===== src/rtl/sea_pkg.sv =====
package sea_pkg;
    // Register byte offsets on the bus
    localparam logic [11:0] SEA_EE_OFS       = 12'h34c;  // Serial EEPROM byte access
    localparam logic [11:0] SEA_IOE_OFS      = 12'h350;  // Expander signal access
    localparam logic [11:0] SEA_IRQ_ST_OFS   = 12'h360;  // Interrupt status, write one to clear
    localparam logic [11:0] SEA_IRQ_MASK_OFS = 12'h364;  // Interrupt enable mask

    // EEPROM access register fields
    localparam int SEA_EE_ADDR_LSB = 0;   // Byte location, 16 bits
    localparam int SEA_EE_DATA_LSB = 16;  // Data byte, write launches
    localparam int SEA_EE_BUSY_BIT = 24;  // Access underway
    localparam int SEA_EE_DONE_BIT = 25;  // Access finished, write one to clear
    localparam int SEA_EE_OP_BIT   = 26;  // Operation select

    // Expander register fields
    localparam int SEA_IOE_DATA_LSB    = 0;   // Sixteen signal bits
    localparam int SEA_IOE_REFRESH_BIT = 24;  // Refresh trigger, reads zero
    localparam int SEA_IOE_TM_BIT      = 25;  // Test mode
    localparam int SEA_IOE_SEL_LSB     = 26;  // Four-bit expander select
    localparam int SEA_IOE_DONE_BIT    = 31;  // Transaction done, write one to clear

    // Interrupt status bits
    localparam int SEA_IRQ_EE  = 0;  // EEPROM access finished
    localparam int SEA_IRQ_IOE = 1;  // Expander transaction finished
    localparam int SEA_IRQ_W   = 2;  // Number of interrupt sources

    // Operation select codes
    localparam logic SEA_OP_WRITE = 1'b0;
    localparam logic SEA_OP_READ  = 1'b1;

    // Expander count and valid select codes
    localparam int          SEA_NUM_IOE = 4;
    localparam logic [3:0]  SEA_IOE0    = 4'h0;
    localparam logic [3:0]  SEA_IOE1    = 4'h1;
    localparam logic [3:0]  SEA_IOE2    = 4'h2;
    localparam logic [3:0]  SEA_IOE4    = 4'h4;

    // Reset values
    localparam logic [15:0] SEA_RST_ADDR = 16'h0000;
    localparam logic [7:0]  SEA_RST_DATA = 8'h00;
    localparam logic [15:0] SEA_RST_PINS = 16'h0000;
    localparam logic [3:0]  SEA_RST_SEL  = 4'h0;

    // Kinds of master SMBus job
    typedef enum logic [1:0] {
        SEA_KIND_EE_WR   = 2'h0,
        SEA_KIND_EE_RD   = 2'h1,
        SEA_KIND_IOE_REF = 2'h2,
        SEA_KIND_IOE_UPD = 2'h3
    } sea_kind_t;

    // Job sequencer states, one-hot
    typedef enum logic [2:0] {
        SEA_ST_IDLE = 3'b001,
        SEA_ST_EE   = 3'b010,
        SEA_ST_IOE  = 3'b100
    } sea_state_t;
endpackage : sea_pkg


===== src/rtl/sea_sticky_bit.sv =====
`timescale 1ns/1ns
// Sticky flag: hardware sets, software clears by writing one
module sea_sticky_bit (
    input  wire logic clk_i,    // Core clock
    input  wire logic rst_i,    // Synchronous reset
    input  wire logic set_i,    // Event pulse
    input  wire logic clr_i,    // Write-one clear
    output logic      q_o       // Flag state
);
    // Set beats clear so an event in the clearing cycle survives
    always_ff @(posedge clk_i) begin
        if (rst_i) begin
            q_o <= 1'b0;
        end else if (set_i) begin
            q_o <= 1'b1;
        end else if (clr_i) begin
            q_o <= 1'b0;
        end
    end
endmodule : sea_sticky_bit


===== src/rtl/sea_wb_port.sv =====
`timescale 1ns/1ns
// Classic Wishbone handshake: ack one cycle after the request
module sea_wb_port (
    input  wire logic clk_i,    // Core clock
    input  wire logic rst_i,    // Synchronous reset
    input  wire logic cyc_i,    // Bus cycle
    input  wire logic stb_i,    // Strobe
    input  wire logic we_i,     // Write enable
    output logic      ack_o,    // Acknowledge, one cycle
    output logic      wr_o,     // Write commit, at the ack edge
    output logic      rd_o      // Read capture, before the ack
);
    // Ack toggles down after one cycle so it never stays high
    always_ff @(posedge clk_i) begin
        if (rst_i) begin
            ack_o <= 1'b0;
        end else begin
            ack_o <= cyc_i & stb_i & ~ack_o;
        end
    end

    // Write lands on the edge where the master sees ack
    assign wr_o = cyc_i & stb_i & we_i & ack_o;
    // Read data is latched as ack rises
    assign rd_o = cyc_i & stb_i & ~we_i & ~ack_o;
endmodule : sea_wb_port


===== src/rtl/sea_access.sv =====
// How it works
// - Sixteen-bit writable EEPROM byte location field
// - Data field write launches one EEPROM access
// - Write access stores the written data byte
// - Read access returns EEPROM byte after done
// - Busy bit high while access underway
// - Done flag set at finish, write-one clears
// - Operation select: zero write, one read
// - Data bits show selected expander pin states
// - Expander data writes ignored outside test mode
// - Test mode drives outputs from written data
// - Expander input bits always read-only
// - Refresh trigger starts expander refresh transaction
// - Refresh trigger always reads as zero
// - Test mode control at bit twenty-five
// - Four-bit select; codes 0,1,2,4 valid
// - Expander done flag set, write-one clears
//
// The implementer's own choice: the Wishbone slave port.
`timescale 1ns/1ns
module sea_access
    import sea_pkg::*;
(
    input  wire logic        clk_i,           // Core clock, 100 MHz
    input  wire logic        rst_i,           // Synchronous reset, high
    input  wire logic        wb_cyc_i,        // Wishbone cycle
    input  wire logic        wb_stb_i,        // Wishbone strobe
    input  wire logic        wb_we_i,         // Wishbone write
    input  wire logic [11:0] wb_adr_i,        // Byte address
    input  wire logic [3:0]  wb_sel_i,        // Byte lanes
    input  wire logic [31:0] wb_dat_i,        // Write data
    output logic             wb_ack_o,        // Acknowledge
    output logic      [31:0] wb_dat_o,        // Read data
    output logic             irq_o,           // Level interrupt
    output logic             smb_req_o,       // Job request, held until done
    output sea_pkg::sea_kind_t smb_kind_o,    // Job kind
    output logic      [15:0] smb_addr_o,      // EEPROM byte location
    output logic      [7:0]  smb_wdata_o,     // EEPROM write byte
    output logic      [3:0]  smb_ioe_sel_o,   // Target expander
    output logic      [15:0] smb_ioe_out_o,   // Output values sent to expander
    input  wire logic        smb_done_i,      // Job finished, one-cycle pulse
    input  wire logic [7:0]  smb_rdata_i,     // EEPROM byte, valid with done
    input  wire logic [15:0] smb_ioe_pins_i,  // Expander input values, valid with done
    input  wire logic [15:0] core_ioe_out_i,  // Outputs produced by internal logic
    input  wire logic [15:0] ioe_input_mask_i // Ones mark expander inputs
);
    import sea_pkg::*;

    // Bus handshake
    logic wr_stb;                             // Write commit
    logic rd_stb;                             // Read capture

    sea_wb_port u_wb (
        .clk_i (clk_i),
        .rst_i (rst_i),
        .cyc_i (wb_cyc_i),
        .stb_i (wb_stb_i),
        .we_i  (wb_we_i),
        .ack_o (wb_ack_o),
        .wr_o  (wr_stb),
        .rd_o  (rd_stb)
    );

    // Address decode, word aligned
    logic hit_ee;
    logic hit_ioe;
    logic hit_ist;
    logic hit_imask;
    assign hit_ee    = (wb_adr_i[11:2] == SEA_EE_OFS[11:2]);
    assign hit_ioe   = (wb_adr_i[11:2] == SEA_IOE_OFS[11:2]);
    assign hit_ist   = (wb_adr_i[11:2] == SEA_IRQ_ST_OFS[11:2]);
    assign hit_imask = (wb_adr_i[11:2] == SEA_IRQ_MASK_OFS[11:2]);

    // Per-register write strobes by byte lane
    logic ee_wr_lo;                            // Location bytes
    logic ee_launch;                           // Data byte written
    logic ee_wr_hi;                            // Op and done byte
    logic ioe_wr_data;                         // Expander data bytes
    logic ioe_wr_hi;                           // Refresh, mode, select, done
    assign ee_wr_lo    = wr_stb & hit_ee & (wb_sel_i[0] | wb_sel_i[1]);
    assign ee_launch   = wr_stb & hit_ee & wb_sel_i[2];
    assign ee_wr_hi    = wr_stb & hit_ee & wb_sel_i[3];
    assign ioe_wr_data = wr_stb & hit_ioe & (wb_sel_i[0] | wb_sel_i[1]);
    assign ioe_wr_hi   = wr_stb & hit_ioe & wb_sel_i[3];

    // EEPROM side state
    logic [15:0] ee_addr_q;                    // Byte location
    logic [7:0]  ee_data_q;                    // Data byte
    logic        ee_op_q;                      // Operation select
    logic        ee_pend_q;                    // Launched, not yet on the bus
    logic        ee_done;                      // Sticky done flag
    logic        ee_busy;                      // Pending or on the bus

    // Expander side state
    logic        tm_q;                         // Test mode
    logic [3:0]  sel_q;                        // Selected expander code
    logic [15:0] tm_data_q;                    // Test mode output values
    logic [15:0] pins_q [SEA_NUM_IOE];         // Last known pin states per expander
    logic        ioe_pend_q;                   // Expander job waiting
    sea_kind_t   ioe_kind_q;                   // Waiting job kind
    logic [3:0]  ioe_tgt_q;                    // Waiting job target
    logic        ioe_done;                     // Sticky done flag

    // Job sequencer
    sea_state_t  state_q;

    // Valid select codes map onto storage slots
    function automatic logic [1:0] slot_of(input logic [3:0] code);
        case (code)
            SEA_IOE1: slot_of = 2'd1;
            SEA_IOE2: slot_of = 2'd2;
            SEA_IOE4: slot_of = 2'd3;
            default:  slot_of = 2'd0;
        endcase
    endfunction : slot_of

    logic sel_valid;                           // Reserved codes start nothing
    assign sel_valid = (sel_q == SEA_IOE0) | (sel_q == SEA_IOE1) | (sel_q == SEA_IOE2) | (sel_q == SEA_IOE4);

    logic refresh_req;                         // Trigger written with one
    logic update_req;                          // Test mode data written
    assign refresh_req = ioe_wr_hi & wb_dat_i[SEA_IOE_REFRESH_BIT] & sel_valid;
    assign update_req  = ioe_wr_data & tm_q & sel_valid;

    logic ee_finish;                           // EEPROM job ends
    logic ioe_finish;                          // Expander job ends
    assign ee_finish  = (state_q == SEA_ST_EE) & smb_done_i;
    assign ioe_finish = (state_q == SEA_ST_IOE) & smb_done_i;

    // Busy covers a launch still waiting behind an expander job
    assign ee_busy = ee_pend_q | (state_q == SEA_ST_EE);

    // EEPROM location and operation select
    always_ff @(posedge clk_i) begin
        if (rst_i) begin
            ee_addr_q <= SEA_RST_ADDR;
            ee_op_q   <= SEA_OP_WRITE;
        end else begin
            if (wr_stb & hit_ee & wb_sel_i[0]) begin
                ee_addr_q[7:0] <= wb_dat_i[7:0];
            end
            if (wr_stb & hit_ee & wb_sel_i[1]) begin
                ee_addr_q[15:8] <= wb_dat_i[15:8];
            end
            if (ee_wr_hi) begin
                ee_op_q <= wb_dat_i[SEA_EE_OP_BIT];
            end
        end
    end

    // EEPROM data byte: written value, or read result at finish
    always_ff @(posedge clk_i) begin
        if (rst_i) begin
            ee_data_q <= SEA_RST_DATA;
        end else if (ee_finish & (smb_kind_o == SEA_KIND_EE_RD)) begin
            ee_data_q <= smb_rdata_i;
        end else if (ee_launch & ~ee_busy) begin
            ee_data_q <= wb_dat_i[23:16];
        end
    end

    // Launch while busy is dropped; software must poll busy first
    always_ff @(posedge clk_i) begin
        if (rst_i) begin
            ee_pend_q <= 1'b0;
        end else if (ee_launch & ~ee_busy) begin
            ee_pend_q <= 1'b1;
        end else if (state_q == SEA_ST_IDLE) begin
            ee_pend_q <= 1'b0;
        end
    end

    sea_sticky_bit u_ee_done (
        .clk_i (clk_i),
        .rst_i (rst_i),
        .set_i (ee_finish),
        .clr_i (ee_wr_hi & wb_dat_i[SEA_EE_DONE_BIT]),
        .q_o   (ee_done)
    );

    // Expander mode, select and test data
    always_ff @(posedge clk_i) begin
        if (rst_i) begin
            tm_q      <= 1'b0;
            sel_q     <= SEA_RST_SEL;
            tm_data_q <= SEA_RST_PINS;
        end else begin
            if (ioe_wr_hi) begin
                tm_q  <= wb_dat_i[SEA_IOE_TM_BIT];
                sel_q <= wb_dat_i[SEA_IOE_SEL_LSB +: 4];
            end
            if (ioe_wr_data & tm_q) begin
                // Input bits keep their old value
                tm_data_q <= (wb_dat_i[15:0] & ~ioe_input_mask_i) | (tm_data_q & ioe_input_mask_i);
            end
        end
    end

    // One waiting expander job; a newer request replaces an older one
    always_ff @(posedge clk_i) begin
        if (rst_i) begin
            ioe_pend_q <= 1'b0;
            ioe_kind_q <= SEA_KIND_IOE_REF;
            ioe_tgt_q  <= SEA_RST_SEL;
        end else if (update_req | refresh_req) begin
            ioe_pend_q <= 1'b1;
            ioe_kind_q <= update_req ? SEA_KIND_IOE_UPD : SEA_KIND_IOE_REF;
            ioe_tgt_q  <= sel_q;
        end else if ((state_q == SEA_ST_IDLE) & ~ee_pend_q) begin
            ioe_pend_q <= 1'b0;
        end
    end

    // Pin state store: inputs from the bus on refresh, kept on update; outputs as supplied
    always_ff @(posedge clk_i) begin
        if (rst_i) begin
            for (int i = 0; i < SEA_NUM_IOE; i++) begin
                pins_q[i] <= SEA_RST_PINS;
            end
        end else if (ioe_finish) begin
            pins_q[slot_of(smb_ioe_sel_o)] <= (smb_ioe_out_o & ~ioe_input_mask_i)
                                            | ((smb_kind_o == SEA_KIND_IOE_REF ? smb_ioe_pins_i
                                               : pins_q[slot_of(smb_ioe_sel_o)]) & ioe_input_mask_i);
        end
    end

    sea_sticky_bit u_ioe_done (
        .clk_i (clk_i),
        .rst_i (rst_i),
        .set_i (ioe_finish & (smb_ioe_sel_o == sel_q)),
        .clr_i (ioe_wr_hi & wb_dat_i[SEA_IOE_DONE_BIT]),
        .q_o   (ioe_done)
    );

    // Sequencer: EEPROM first, then expander, one job on the bus
    always_ff @(posedge clk_i) begin
        if (rst_i) begin
            state_q       <= SEA_ST_IDLE;
            smb_req_o     <= 1'b0;
            smb_kind_o    <= SEA_KIND_EE_WR;
            smb_addr_o    <= SEA_RST_ADDR;
            smb_wdata_o   <= SEA_RST_DATA;
            smb_ioe_sel_o <= SEA_RST_SEL;
            smb_ioe_out_o <= SEA_RST_PINS;
        end else begin
            case (state_q)
                SEA_ST_IDLE: begin
                    if (ee_pend_q) begin
                        state_q     <= SEA_ST_EE;
                        smb_req_o   <= 1'b1;
                        smb_kind_o  <= (ee_op_q == SEA_OP_READ) ? SEA_KIND_EE_RD : SEA_KIND_EE_WR;
                        smb_addr_o  <= ee_addr_q;
                        smb_wdata_o <= ee_data_q;
                    end else if (ioe_pend_q) begin
                        state_q       <= SEA_ST_IOE;
                        smb_req_o     <= 1'b1;
                        smb_kind_o    <= ioe_kind_q;
                        smb_ioe_sel_o <= ioe_tgt_q;
                        // Test mode overrides core outputs
                        smb_ioe_out_o <= tm_q ? tm_data_q : core_ioe_out_i;
                    end
                end
                SEA_ST_EE, SEA_ST_IOE: begin
                    // Request holds until the engine reports done
                    if (smb_done_i) begin
                        state_q   <= SEA_ST_IDLE;
                        smb_req_o <= 1'b0;
                    end
                end
                default: begin
                    state_q   <= SEA_ST_IDLE;
                    smb_req_o <= 1'b0;
                end
            endcase
        end
    end

    // Interrupt status and mask
    logic [SEA_IRQ_W-1:0] irq_st;
    logic [SEA_IRQ_W-1:0] irq_mask_q;
    logic [SEA_IRQ_W-1:0] irq_set;
    assign irq_set = {ioe_finish, ee_finish};

    for (genvar g = 0; g < SEA_IRQ_W; g++) begin : g_irq
        sea_sticky_bit u_st (
            .clk_i (clk_i),
            .rst_i (rst_i),
            .set_i (irq_set[g]),
            .clr_i (wr_stb & hit_ist & wb_sel_i[0] & wb_dat_i[g]),
            .q_o   (irq_st[g])
        );
    end

    always_ff @(posedge clk_i) begin
        if (rst_i) begin
            irq_mask_q <= '0;
            irq_o      <= 1'b0;
        end else begin
            if (wr_stb & hit_imask & wb_sel_i[0]) begin
                irq_mask_q <= wb_dat_i[SEA_IRQ_W-1:0];
            end
            irq_o <= |(irq_st & irq_mask_q);
        end
    end

    // Read mux, registered as ack rises; unmapped reads zero
    always_ff @(posedge clk_i) begin
        if (rst_i) begin
            wb_dat_o <= '0;
        end else if (rd_stb) begin
            wb_dat_o <= '0;
            if (hit_ee) begin
                wb_dat_o[15:0]            <= ee_addr_q;
                wb_dat_o[23:16]           <= ee_data_q;
                wb_dat_o[SEA_EE_BUSY_BIT] <= ee_busy;
                wb_dat_o[SEA_EE_DONE_BIT] <= ee_done;
                wb_dat_o[SEA_EE_OP_BIT]   <= ee_op_q;
            end else if (hit_ioe) begin
                wb_dat_o[15:0]                 <= pins_q[slot_of(sel_q)];
                wb_dat_o[SEA_IOE_TM_BIT]       <= tm_q;
                wb_dat_o[SEA_IOE_SEL_LSB +: 4] <= sel_q;
                wb_dat_o[SEA_IOE_DONE_BIT]     <= ioe_done;  // Refresh bit stays zero
            end else if (hit_ist) begin
                wb_dat_o[SEA_IRQ_W-1:0] <= irq_st;
            end else if (hit_imask) begin
                wb_dat_o[SEA_IRQ_W-1:0] <= irq_mask_q;
            end
        end
    end

    // Checks
    logic rd_ioe_q;                            // Last captured read was expander register
    always_ff @(posedge clk_i) begin
        if (rst_i) begin
            rd_ioe_q <= 1'b0;
        end else if (rd_stb) begin
            rd_ioe_q <= hit_ioe;
        end
    end

    property p_launch_busy;
        @(posedge clk_i) disable iff (rst_i) (ee_launch & ~ee_busy) |=> ee_busy;
    endproperty
    a_launch_busy: assert property (p_launch_busy) else $error("launch did not raise busy");

    property p_done_after_finish;
        @(posedge clk_i) disable iff (rst_i) ee_finish |=> (ee_done & ~ee_busy)[*1] ##0 (state_q == SEA_ST_IDLE);
    endproperty
    a_done_after_finish: assert property (p_done_after_finish) else $error("done or busy wrong after finish");

    property p_done_clear;
        @(posedge clk_i) disable iff (rst_i) (ee_wr_hi & wb_dat_i[SEA_EE_DONE_BIT] & ~ee_finish) |=> ~ee_done;
    endproperty
    a_done_clear: assert property (p_done_clear) else $error("done flag not cleared");

    property p_read_result;
        @(posedge clk_i) disable iff (rst_i)
            (ee_finish & (smb_kind_o == SEA_KIND_EE_RD)) |=> (ee_data_q == $past(smb_rdata_i));
    endproperty
    a_read_result: assert property (p_read_result) else $error("read byte not stored");

    property p_write_byte;
        @(posedge clk_i) disable iff (rst_i)
            ((state_q == SEA_ST_EE) & (smb_kind_o == SEA_KIND_EE_WR)) |-> (smb_wdata_o == ee_data_q);
    endproperty
    a_write_byte: assert property (p_write_byte) else $error("write byte differs from data field");

    property p_tm_ignore;
        @(posedge clk_i) disable iff (rst_i)
            (ioe_wr_data & ~tm_q & ~refresh_req & ~ioe_pend_q) |=> $stable(tm_data_q) && !ioe_pend_q[*1];
    endproperty
    a_tm_ignore: assert property (p_tm_ignore) else $error("data write acted outside test mode");

    property p_refresh_zero;
        @(posedge clk_i) disable iff (rst_i) (wb_ack_o & rd_ioe_q) |-> ~wb_dat_o[SEA_IOE_REFRESH_BIT];
    endproperty
    a_refresh_zero: assert property (p_refresh_zero) else $error("refresh bit read as one");

    property p_one_job;
        @(posedge clk_i) disable iff (rst_i)
            (smb_req_o & ~smb_done_i) |=> smb_req_o && $stable(smb_kind_o) && $stable(smb_ioe_sel_o);
    endproperty
    a_one_job: assert property (p_one_job) else $error("job changed before done");

    property p_tm_outputs;
        @(posedge clk_i) disable iff (rst_i)
            ((state_q == SEA_ST_IDLE) & ~ee_pend_q & ioe_pend_q & tm_q) |=> (smb_ioe_out_o == $past(tm_data_q));
    endproperty
    a_tm_outputs: assert property (p_tm_outputs) else $error("test data not sent");

    c_ee_read: cover property (@(posedge clk_i) disable iff (rst_i) ee_finish && smb_kind_o == SEA_KIND_EE_RD);
    c_refresh: cover property (@(posedge clk_i) disable iff (rst_i) ioe_finish && smb_kind_o == SEA_KIND_IOE_REF);
    c_ee_waits: cover property (@(posedge clk_i) disable iff (rst_i) ee_pend_q && state_q == SEA_ST_IOE);
    c_irq: cover property (@(posedge clk_i) disable iff (rst_i) irq_o);
endmodule : sea_access


===== config.mk =====
export PLATFORM = sky130hd
export DESIGN_NAME = sea_access
export DESIGN_NICKNAME = d
export VERILOG_FILES = /design/src/rtl/sea_pkg.sv /design/src/rtl/sea_sticky_bit.sv /design/src/rtl/sea_wb_port.sv /design/src/rtl/sea_access.sv
export SDC_FILE = /design/constraint.sdc
export NUM_CORES = 1
export LEC_CHECK = 0
export BUFFER_PORTS_ARGS = -buffer_cell sky130_fd_sc_hd__buf_2
export CAP_MARGIN = 15
export CORE_ASPECT_RATIO = 0.9
export CORE_UTILIZATION = 53
export DETAILED_ROUTE_END_ITERATION = 16
export PLACE_DENSITY = 0.77
export REMOVE_ABC_BUFFERS = 1
export SYNTH_ARGS = -nofsm -noshare
export SYNTH_HDL_FRONTEND = slang
export SYNTH_HIERARCHICAL = 1
export SYNTH_SLANG_ARGS = --single-unit

===== constraint.sdc =====
create_clock -name clk_i -period 5.1 [get_ports clk_i]
set_input_delay 0.765 -clock clk_i [delete_from_list [all_inputs] [get_ports clk_i]]
set_output_delay 0.765 -clock clk_i [all_outputs]
set_load 0.05 [all_outputs]

==> flow_summary.yaml, run 1 <==
critical_path:
  r2r-end: "pins_q[2][6]"
  crit_type: "input pin to flop"
  crit_path_max_fanout: 17
  start_kind: "input pin"
  r2r-start: "state_q[0]"
  end_kind: "flop"
  reg2reg_slack_ns: 2.03
  cp.arrival_ns: 3.28
  required_ns: 5.23
  r2r_cells: 4
synth:
  ys_ff_latch: 206
  synth_top_area_share_pct: 30.0
  synth_cell_types: 70
  synth_compound_area_share_pct: 21.0
  synth_top_family_by_area: "compound AO/OA/AOI/OAI gates"
  avgSynthCellArea_um2: 9.36
  syn_inst: 1014
  synth_most_common_cell: "dfxtp_1"
  synth-xor-area-share_pct: 0.554
  synth.cells.most_frequent: "dfxtp_1, nand2_1, nor2_1"
  async_reset_ff_share_pct: 0
  synth_ff_type: "dfxtp_1"
  ys_seq_area_share_pct: 50.2
  muxShareOfSynthArea_pct: 4.77
  synth_area_leader_cell: "dfxtp_1"
  ys_warn_count: 6
  synth_area_leaders: "dfxtp_1, edfxtp_1, nand2_1"
  synth_simple_gate_area_share_pct: 18.1
  synthAdderAreaFrac_pct: 0.105
  synth-edff-count: 64
  syn-cell-area_um2: 9490
drt:
  drc: 0
  wl_um: 27400
  ant_nets: 0
  post_drt_via_cell_ratio: 5.99
  dr.pass1.iters: 6
  vias: 8501
  drt_iter0_drc: 833
  wl_per_cell_um: 19.3
outcome:
  status: "finished, final reports clean"
sta:
  worst_slew_pin_slew_ns: 0.974
  slew_viol_final: 0
  timing.hold.ws_ns: 0.450
  min_period_over_period_pct: 61.9
  fmax_ghz: 0.317
  rsz0062_at_grt: "false"
  hold_viol: 0
  finalSetupTns_ns: 0
  finalCriticalPeriod_ns: 3.15
  fin_skew_ns: 0.0101
  relSlewSlack_pct: 35.1
  setup_viol: 0
global_route:
  grt_max_degree: 80
  grt_pass1_vias: 7758
  grt.overflow.total: 0
  grt_usage_pct: 29.5
  grt_pass1_wl_um: 42000
  antenna_found_initial: 1
cts:
  cts_tree: "yes"
  ctsResizeCount: 0
  clock_path_buffers: 3
  cts_buffers: 21
  cts_root_buf: "clkbuf_16"
  clk_latency_ns: 0.50
  cts_max_level: 1
  cts_sinks: 206
  cts_hold_buf: 0
  post-cts-setup-buffer-count: 0
  path_clk_slew_ns: 0.06
layout:
  final_core_util_pct: 63.2
  drive_gt1_share_pct: 21.9
  finalNetCount: 1274
  syn_to_final_growth_pct: 17.0
placement:
  port_buffers: 186
  finalWeightedCongestion: 0.841
  dp.final_hpwl_um: 18000
run:
  drv_cap: 0
power:
  leakage_uw: 0.00414
  power_density_nw_per_um2: 301
  ir_worst_vdd_v: 0.000198
floorplanning:
  rows: 46
  dieHeight_um: 129
  dieArea_um2: 18400
  die_w_um: 143
  start_util_pct: 54.0
  core-area_um2: 17600
  pin_count: 191
worst_hold_path:
  min-delay-path-class: "flop to flop"
  holdPathStages: 2
  hold_end: "smb_addr_o[0]"
  min_from: "smb_addr_o[0]"
[routing by layer]
metal	part of all wire [%]	track usage [%]	up-vias
met1	43	40.8	4023
met3	9.8	5.28	49
met5	0	0	-
met4	1.7	7.21	0
li1	-	-	3993
met2	46	47.9	436
[power by group]
| part | switching, uW | internal, uW | total (uW) |
|---|---|---|---|
| clock network | 638 | 814 | 1450 |
| registers | 13.2 | 1710 | 1720 |
| logic | 109 | 58.4 | 167 |
| total | 760 | 2580 | 3340 |
[registers in the layout, indices dropped and copies added, names as in the netlist, 8 cells and up, named ones only]
| signal | cells |
|---|---|
| smb_addr_o | 16 |
| smb_ioe_out_o | 16 |
| pins_q | 64 |
| ee_data_q | 8 |
| wb_dat_o | 31 |
| ee_addr_q | 16 |
| smb_wdata_o | 8 |
[through the flow]
stage	cells	instance area, um2	total power (uW)	worst slack, ns
after global routing	1418	11100	3430	1.86
after detailed placement	1381	10500	1920	1.47
after CTS	1418	11100	3350	1.97
after global placement	1381	10500	1920	1.47
after floorplan	937	9100	1820	2.28
final	1419	11100	3340	1.95
[cell usage in the layout, fill, tap and decap left out, types with 4 or more instances in the layout]
cell       Yosys  final
a211oi_1      16     16
a21oi_1       73     73
a21oi_2        4      4
a221oi_1       8      8
a22o_1        11     11
a22oi_1       23     23
a2bb2oi_1      5      5
a311oi_1      13     13
and2_1         9      9
buf_2         29    185
buf_4          6     19
clkbuf_1      35      6
clkbuf_16      0     21
clkbuf_8       0      4
clkinv_1       0      4
dfxtp_1      142    142
edfxtp_1      64     64
inv_1         28     28
mux2i_1       43     43
nand2_1      127    127
nand2b_1      29     29
nand3_1       18     18
nand3b_1      10     10
nor2_1       114    114
nor2b_1        9      9
nor3_1         5      5
o2111ai_1     16     16
o211ai_1      15     15
o21ai_0       48     48
o21ai_1        9      9
o22ai_1       35     35
[cell families after synthesis]
family	Yosys count
xor+xnor	6
buf+inv	105
simple gates	353
mux	45
other cells	1
compound gates	297
flops	206
fa+ha+maj	1
[worst max-delay path, stage by stage]
cell      delay [ns]
buf_2           0.12
inv_1           0.09
nor4b_4         0.45
and2b_1         0.57
nand3_2         0.48
nand2b_1        0.79
[final cells by class]
class                   count  area (um2)
repair buffers            204        1070
clock buffers              31         603
well taps                 240         300
flip-flops and latches    206        4760
fillers                  1467        6450
multi-input cells         703        4230
diodes                      1        2.50
clock inverters             6        25.0
inverters                  28         105
[how the worst max path moves through the flow]
| stage | endpoint | from | slack [ns] |
|---|---|---|---|
| 6_report | pins_q[2][6] | smb_done_i | 1.95 |
| 5_1_grt | pins_q[2][6] | smb_done_i | 1.86 |
| 4_1_cts | pins_q[2][15] | smb_done_i | 1.97 |
| 3_5_place_dp | pins_q[2][11] | smb_done_i | 1.47 |
| 3_3_place_gp | pins_q[2][12] | smb_done_i | 1.47 |
| 2_1_floorplan | pins_q[0][0] | smb_ioe_sel_o[2] | 2.28 |
Power figures use the tool's default switching activity.
==> inputs of run 2 (changes only) <==
==> constraint.sdc (replaced) <==
create_clock -name clk_i -period 3.2 [get_ports clk_i]
set_input_delay 0.48 -clock clk_i [delete_from_list [all_inputs] [get_ports clk_i]]
set_output_delay 0.48 -clock clk_i [all_outputs]
set_load 0.05 [all_outputs]
==> flow_summary.yaml, run 2 (synthesis results as in run 1) <==
outcome:
  status: "finished, final reports clean"
sta:
  fin_skew_ns: 0.0145
  rsz0062_at_grt: "false"
  finalSetupTns_ns: 0
  fmax_ghz: 0.411
  finalCriticalPeriod_ns: 2.43
  worst_slew_pin_slew_ns: 0.987
  setup_viol: 0
  hold_viol: 0
  finalWorstSetupSlack_ns: 0.767
  slew_viol_final: 0
  min_period_over_period_pct: 76.0
  relSlewSlack_pct: 34.2
floorplanning:
  rows: 46
  die_w_um: 143
  pin_count: 191
  start_util_pct: 54.0
  core-area_um2: 17600
  dieArea_um2: 18400
  dieHeight_um: 129
layout:
  largest-register: "pins_q"
  final_cell_area_um2: 11200
  drive_gt1_share_pct: 22.9
  final_cell_mix: "buf_2, dfxtp_1, nand2_1"
  syn_to_final_growth_pct: 18.3
  n_antenna_cell: 0
  largest_register_ffs: 64
  finalNonFillerCells: 1432
  layout_commonest_cell: "buf_2"
  finalNetCount: 1287
  reg.largest.list: "pins_q x64, wb_dat_o x31"
critical_path:
  end_kind: "flop"
  required_ns: 3.53
  cp.arrival_ns: 2.76
  worstSetupStartpoint: "sel_q[1]"
  r2r-start: "sel_q[1]"
  crit_type: "flop to flop"
  start_kind: "flop"
  crit_path_max_fanout: 13
cts:
  cts_root_buf: "clkbuf_16"
  cts_hold_buf: 0
  path_clk_slew_ns: 0.06
  cts_tree: "yes"
  cts_buffers: 22
  cts_sinks: 206
  clk_latency_ns: 0.51
  post-cts-setup-buffer-count: 0
  ctsResizeCount: 0
  cts_max_level: 1
  clock_path_buffers: 3
global_route:
  grt_pass1_vias: 7798
  grt_usage_pct: 29.6
  grt_max_degree: 64
  grt_pass1_wl_um: 41900
  antenna_found_initial: 0
  grt.overflow.total: 0
placement:
  dp.final_hpwl_um: 18500
  placedCellCount: 1393
  finalWeightedCongestion: 0.867
  port_buffers: 186
  dpl-instance-area_um2: 10600
  preCtsSetupSlack_ns: 0.681
power:
  power_density_nw_per_um2: 482
  ir_worst_vdd_v: 0.000360
  finalPower_uw: 5410
  leakage_uw: 0.00422
drt:
  ant_nets: 0
  wl_per_cell_um: 19.3
  dr.pass1.iters: 7
  drc: 0
  post_drt_via_cell_ratio: 5.94
  drt_iter0_drc: 707
  vias: 8508
  wl_um: 27600
worst_hold_path:
  min-delay-path-class: "input pin to flop"
  min_from: "smb_rdata_i[0]"
run:
  drv_cap: 0
run 2: stage by stage:
stage | hold slack, ns | utilization (%)
5_1_grt | 0.203 | 64.0
2_1_floorplan | 0.421 | -
3_5_place_dp | 0.443 | 60.2
6_report | 0.189 | 64.0
4_1_cts | 0.186 | 64.0
3_3_place_gp | 0.436 | 60.2
run 2: report_power, final:
group	switching [uW]	internal (uW)	total, uW	leakage, uW
registers	20.9	2730	2750	0.00181
logic	176	97.1	273	0.00208
clock network	1000	1390	2390	0.000329
total	1200	4210	5410	0.00422
run 2: path summary, 6_finish.rpt:
kind / endpoint / slack (ns) / cells past startpoint
worst max-delay path: wb_dat_o[10] / 0.77 / 6
worst min-delay path: ee_data_q[0] / 0.19 / 3
worst max register to register: wb_dat_o[10] / 0.77 / 6
worst min register to register: smb_addr_o[2] / 0.45 / 2
run 2: per-layer routing:
layer,GRT usage [%],share of wire [%],vias up
li1,-,-,4011
met3,5.06,10,47
met4,7.27,1.9,0
met2,48.8,46,455
met1,40.4,42,3995
met5,0,0,-
run 2: area by class of cell:
class                           instances  area [um2]
Clock buffer                           36         652
Clock inverter                          3        15.0
Fill cell                            1441        6330
Inverter                               28         105
Multi-Input combinational cell        703        4230
Sequential cell                       206        4760
Tap cell                              240         300
Timing Repair Buffer                  216        1160
run 2: worst max-delay path: stages (launching register included):
cell	delay (ns)
dfxtp_1	0.58
xor2_1	0.12
o211ai_1	0.74
buf_4	0.34
a22oi_1	0.11
o211ai_1	0.19
a311oi_1	0.17
==> inputs of run 3 (changes only) <==
--- a/config.mk
+++ b/config.mk
@@ -5,6 +5,7 @@
 export SDC_FILE = /design/constraint.sdc
 export NUM_CORES = 1
 export LEC_CHECK = 0
+export ABC_AREA = 1
 export BUFFER_PORTS_ARGS = -buffer_cell sky130_fd_sc_hd__buf_2
 export CAP_MARGIN = 15
 export CORE_ASPECT_RATIO = 0.9
==> constraint.sdc (replaced) <==
create_clock -name clk_i -period 2.39 [get_ports clk_i]
set_input_delay 0.3585 -clock clk_i [delete_from_list [all_inputs] [get_ports clk_i]]
set_output_delay 0.3585 -clock clk_i [all_outputs]
set_load 0.05 [all_outputs]
==> flow_summary.yaml, run 3 <==
outcome:
  status: "finished, final reports clean"
drt:
  wirelength_met1_um: 12300
  dr.pass1.iters: 7
  drc: 0
  wl_um: 30200
  route.met2.wl_um: 13500
  dr_wl_met3_um: 3180
  post_drt_via_cell_ratio: 5.63
  wl_per_cell_um: 17.2
  top_layer_used: "met4"
  drt_iter0_drc: 851
  ant_nets: 0
  vias: 9889
critical_path:
  r2r_cells: 11
  cp.arrival_ns: 2.45
  r2r-end: "pins_q[2][11]"
  worstSetupStartpoint: "smb_ioe_sel_o[0]"
  crit_path_max_fanout: 18
  cp-endpoint: "pins_q[2][11]"
  r2r-start: "smb_ioe_sel_o[0]"
  crit_type: "flop to flop"
  start_kind: "flop"
  required_ns: 2.75
  reg2reg_slack_ns: 0.30
  end_kind: "flop"
synth:
  synth.cells.most_frequent: "nand2_1, nor2_1, dfxtp_1"
  syn_inst: 1318
  synth_ff_type: "dfxtp_1"
  async_reset_ff_share_pct: 0
  ys_warn_count: 6
  synth_top_area_share_pct: 28.9
  synth_area_leaders: "dfxtp_1, edfxtp_1, nand2_1"
  synth-edff-count: 64
  avgSynthCellArea_um2: 7.46
  synth_most_common_cell: "nand2_1"
  ys_ff_latch: 206
  syn-cell-area_um2: 9830
  synth_cell_types: 37
  ys_seq_area_share_pct: 48.5
  synth_area_leader_cell: "dfxtp_1"
layout:
  largest_register_ffs: 64
  multi_input_area_um2: 4280
  reg.largest.list: "pins_q x64, wb_dat_o x31"
  layout_commonest_cell: "nand2_1"
  final_cell_area_um2: 11700
  largest-register: "pins_q"
  syn_to_final_growth_pct: 19.5
  num-fill-cells: 1552
  finalNonFillerCells: 1758
  seq_area_um2: 4760
  finalNetCount: 1612
  final_cell_mix: "nand2_1, nor2_1, buf_2"
  n_antenna_cell: 0
  drive_gt1_share_pct: 20.7
global_route:
  antenna_found_initial: 0
  grt_usage_pct: 31.0
  grt_pass1_vias: 9120
  grt_max_degree: 84
  grt_pass1_wl_um: 46900
  grt.overflow.total: 0
sta:
  setup_viol: 0
  worst_slew_pin_slew_ns: 0.778
  slew_viol_final: 0
  fin_skew_ns: 0.0137
  finalWorstSetupSlack_ns: 0.300
  relSlewSlack_pct: 48.0
  timing.hold.ws_ns: 0.105
  rsz0062_at_grt: "false"
  finalCriticalPeriod_ns: 2.09
  fmax_ghz: 0.478
  hold_viol: 0
  min_period_over_period_pct: 87.5
cts:
  cts_sinks: 206
  cts_root_buf: "clkbuf_16"
  cts_buffers: 22
  clock_path_buffers: 3
  post-cts-setup-buffer-count: 0
  clk_latency_ns: 0.51
  cts_hold_buf: 0
  ctsResizeCount: 0
  cts_max_level: 1
  cts_tree: "yes"
  path_clk_slew_ns: 0.06
floorplanning:
  core-area_um2: 17900
  start_util_pct: 54.9
  dieArea_um2: 19100
  dieHeight_um: 131
  die_w_um: 146
  rows: 46
  pin_count: 191
power:
  ir_worst_vdd_v: 0.000523
  power_density_nw_per_um2: 644
  leakage_uw: 0.00537
  finalPower_uw: 7560
placement:
  finalWeightedCongestion: 0.940
  dp.final_hpwl_um: 21000
  port_buffers: 186
  preCtsSetupSlack_ns: 0.308
  dpl-instance-area_um2: 11000
  placedCellCount: 1718
worst_hold_path:
  min-delay-path-class: "input pin to flop"
run:
  drv_cap: 0
-- run 3: kinds of logic (layout without fill, tap and decap cells) --
group,after synthesis,in the layout,synth area share (%)
other,1,1,0.0382
DFF,206,206,48.5
buffers and inverters,181,381,8.03
AOI/OAI and AO/OA,247,247,13.1
xor gates and xnor gates,4,4,0.356
and+or+nand+nor,679,679,30.0
-- run 3: worst max-delay path: stages, from the launching register on --
cell,delay [ns]
dfxtp_1,0.41
inv_1,0.17
nand2_2,0.12
nand3_4,0.23
inv_2,0.23
buf_4,0.24
nand2_1,0.09
nand3_1,0.07
nand3_1,0.11
nand2_1,0.09
nand2_2,0.08
nor2_1,0.11
-- run 3: how the worst min path moves through the flow --
| stage | cells past startpoint | slack [ns] | to | startpoint |
|---|---|---|---|---|
| after floorplan | 1 | 0.42 | g_irq[0].u_st/q_o | rst_i |
| after global routing | 3 | 0.10 | ee_addr_q[3] | wb_dat_i[3] |
| final | 3 | 0.11 | ee_addr_q[3] | wb_dat_i[3] |
| after detailed placement | 2 | 0.45 | wb_dat_o[23] | ee_data_q[7] |
| after CTS | 3 | 0.09 | ee_addr_q[3] | wb_dat_i[3] |
| after global placement | 2 | 0.45 | smb_ioe_out_o[14] | smb_ioe_out_o[14] |
-- run 3: area by class of cell --
type / count / share of cell area, %
multi-input cells: 931 / 36.5
inverters: 114 / 3.67
clock buffers: 36 / 6.01
clock inverters: 4 / 0.171
well taps: 240 / 2.56
flip-flops and latches: 206 / 40.6
repair buffers: 227 / 10.5
-- run 3: through the flow --
stage | TNS (ns) | util [%]
after floorplan | -125.10 | -
after global placement | 0 | 61.5
after detailed placement | 0 | 61.5
after CTS | 0 | 65.6
after global routing | 0 | 65.6
final | 0 | 65.6
-- run 3: metal layers --
metal / up-vias / GRT usage [%]
met5: - / 0
met4: 0 / 13.3
met3: 78 / 4.55
met2: 576 / 50.0
met1: 4532 / 41.6
li1: 4703 / -
-- run 3: power breakdown --
| group | total, uW | internal (uW) | switching [uW] |
|---|---|---|---|
| combinational | 484 | 158 | 325 |
| sequential | 3690 | 3660 | 34.1 |
| clock | 3380 | 2010 | 1370 |
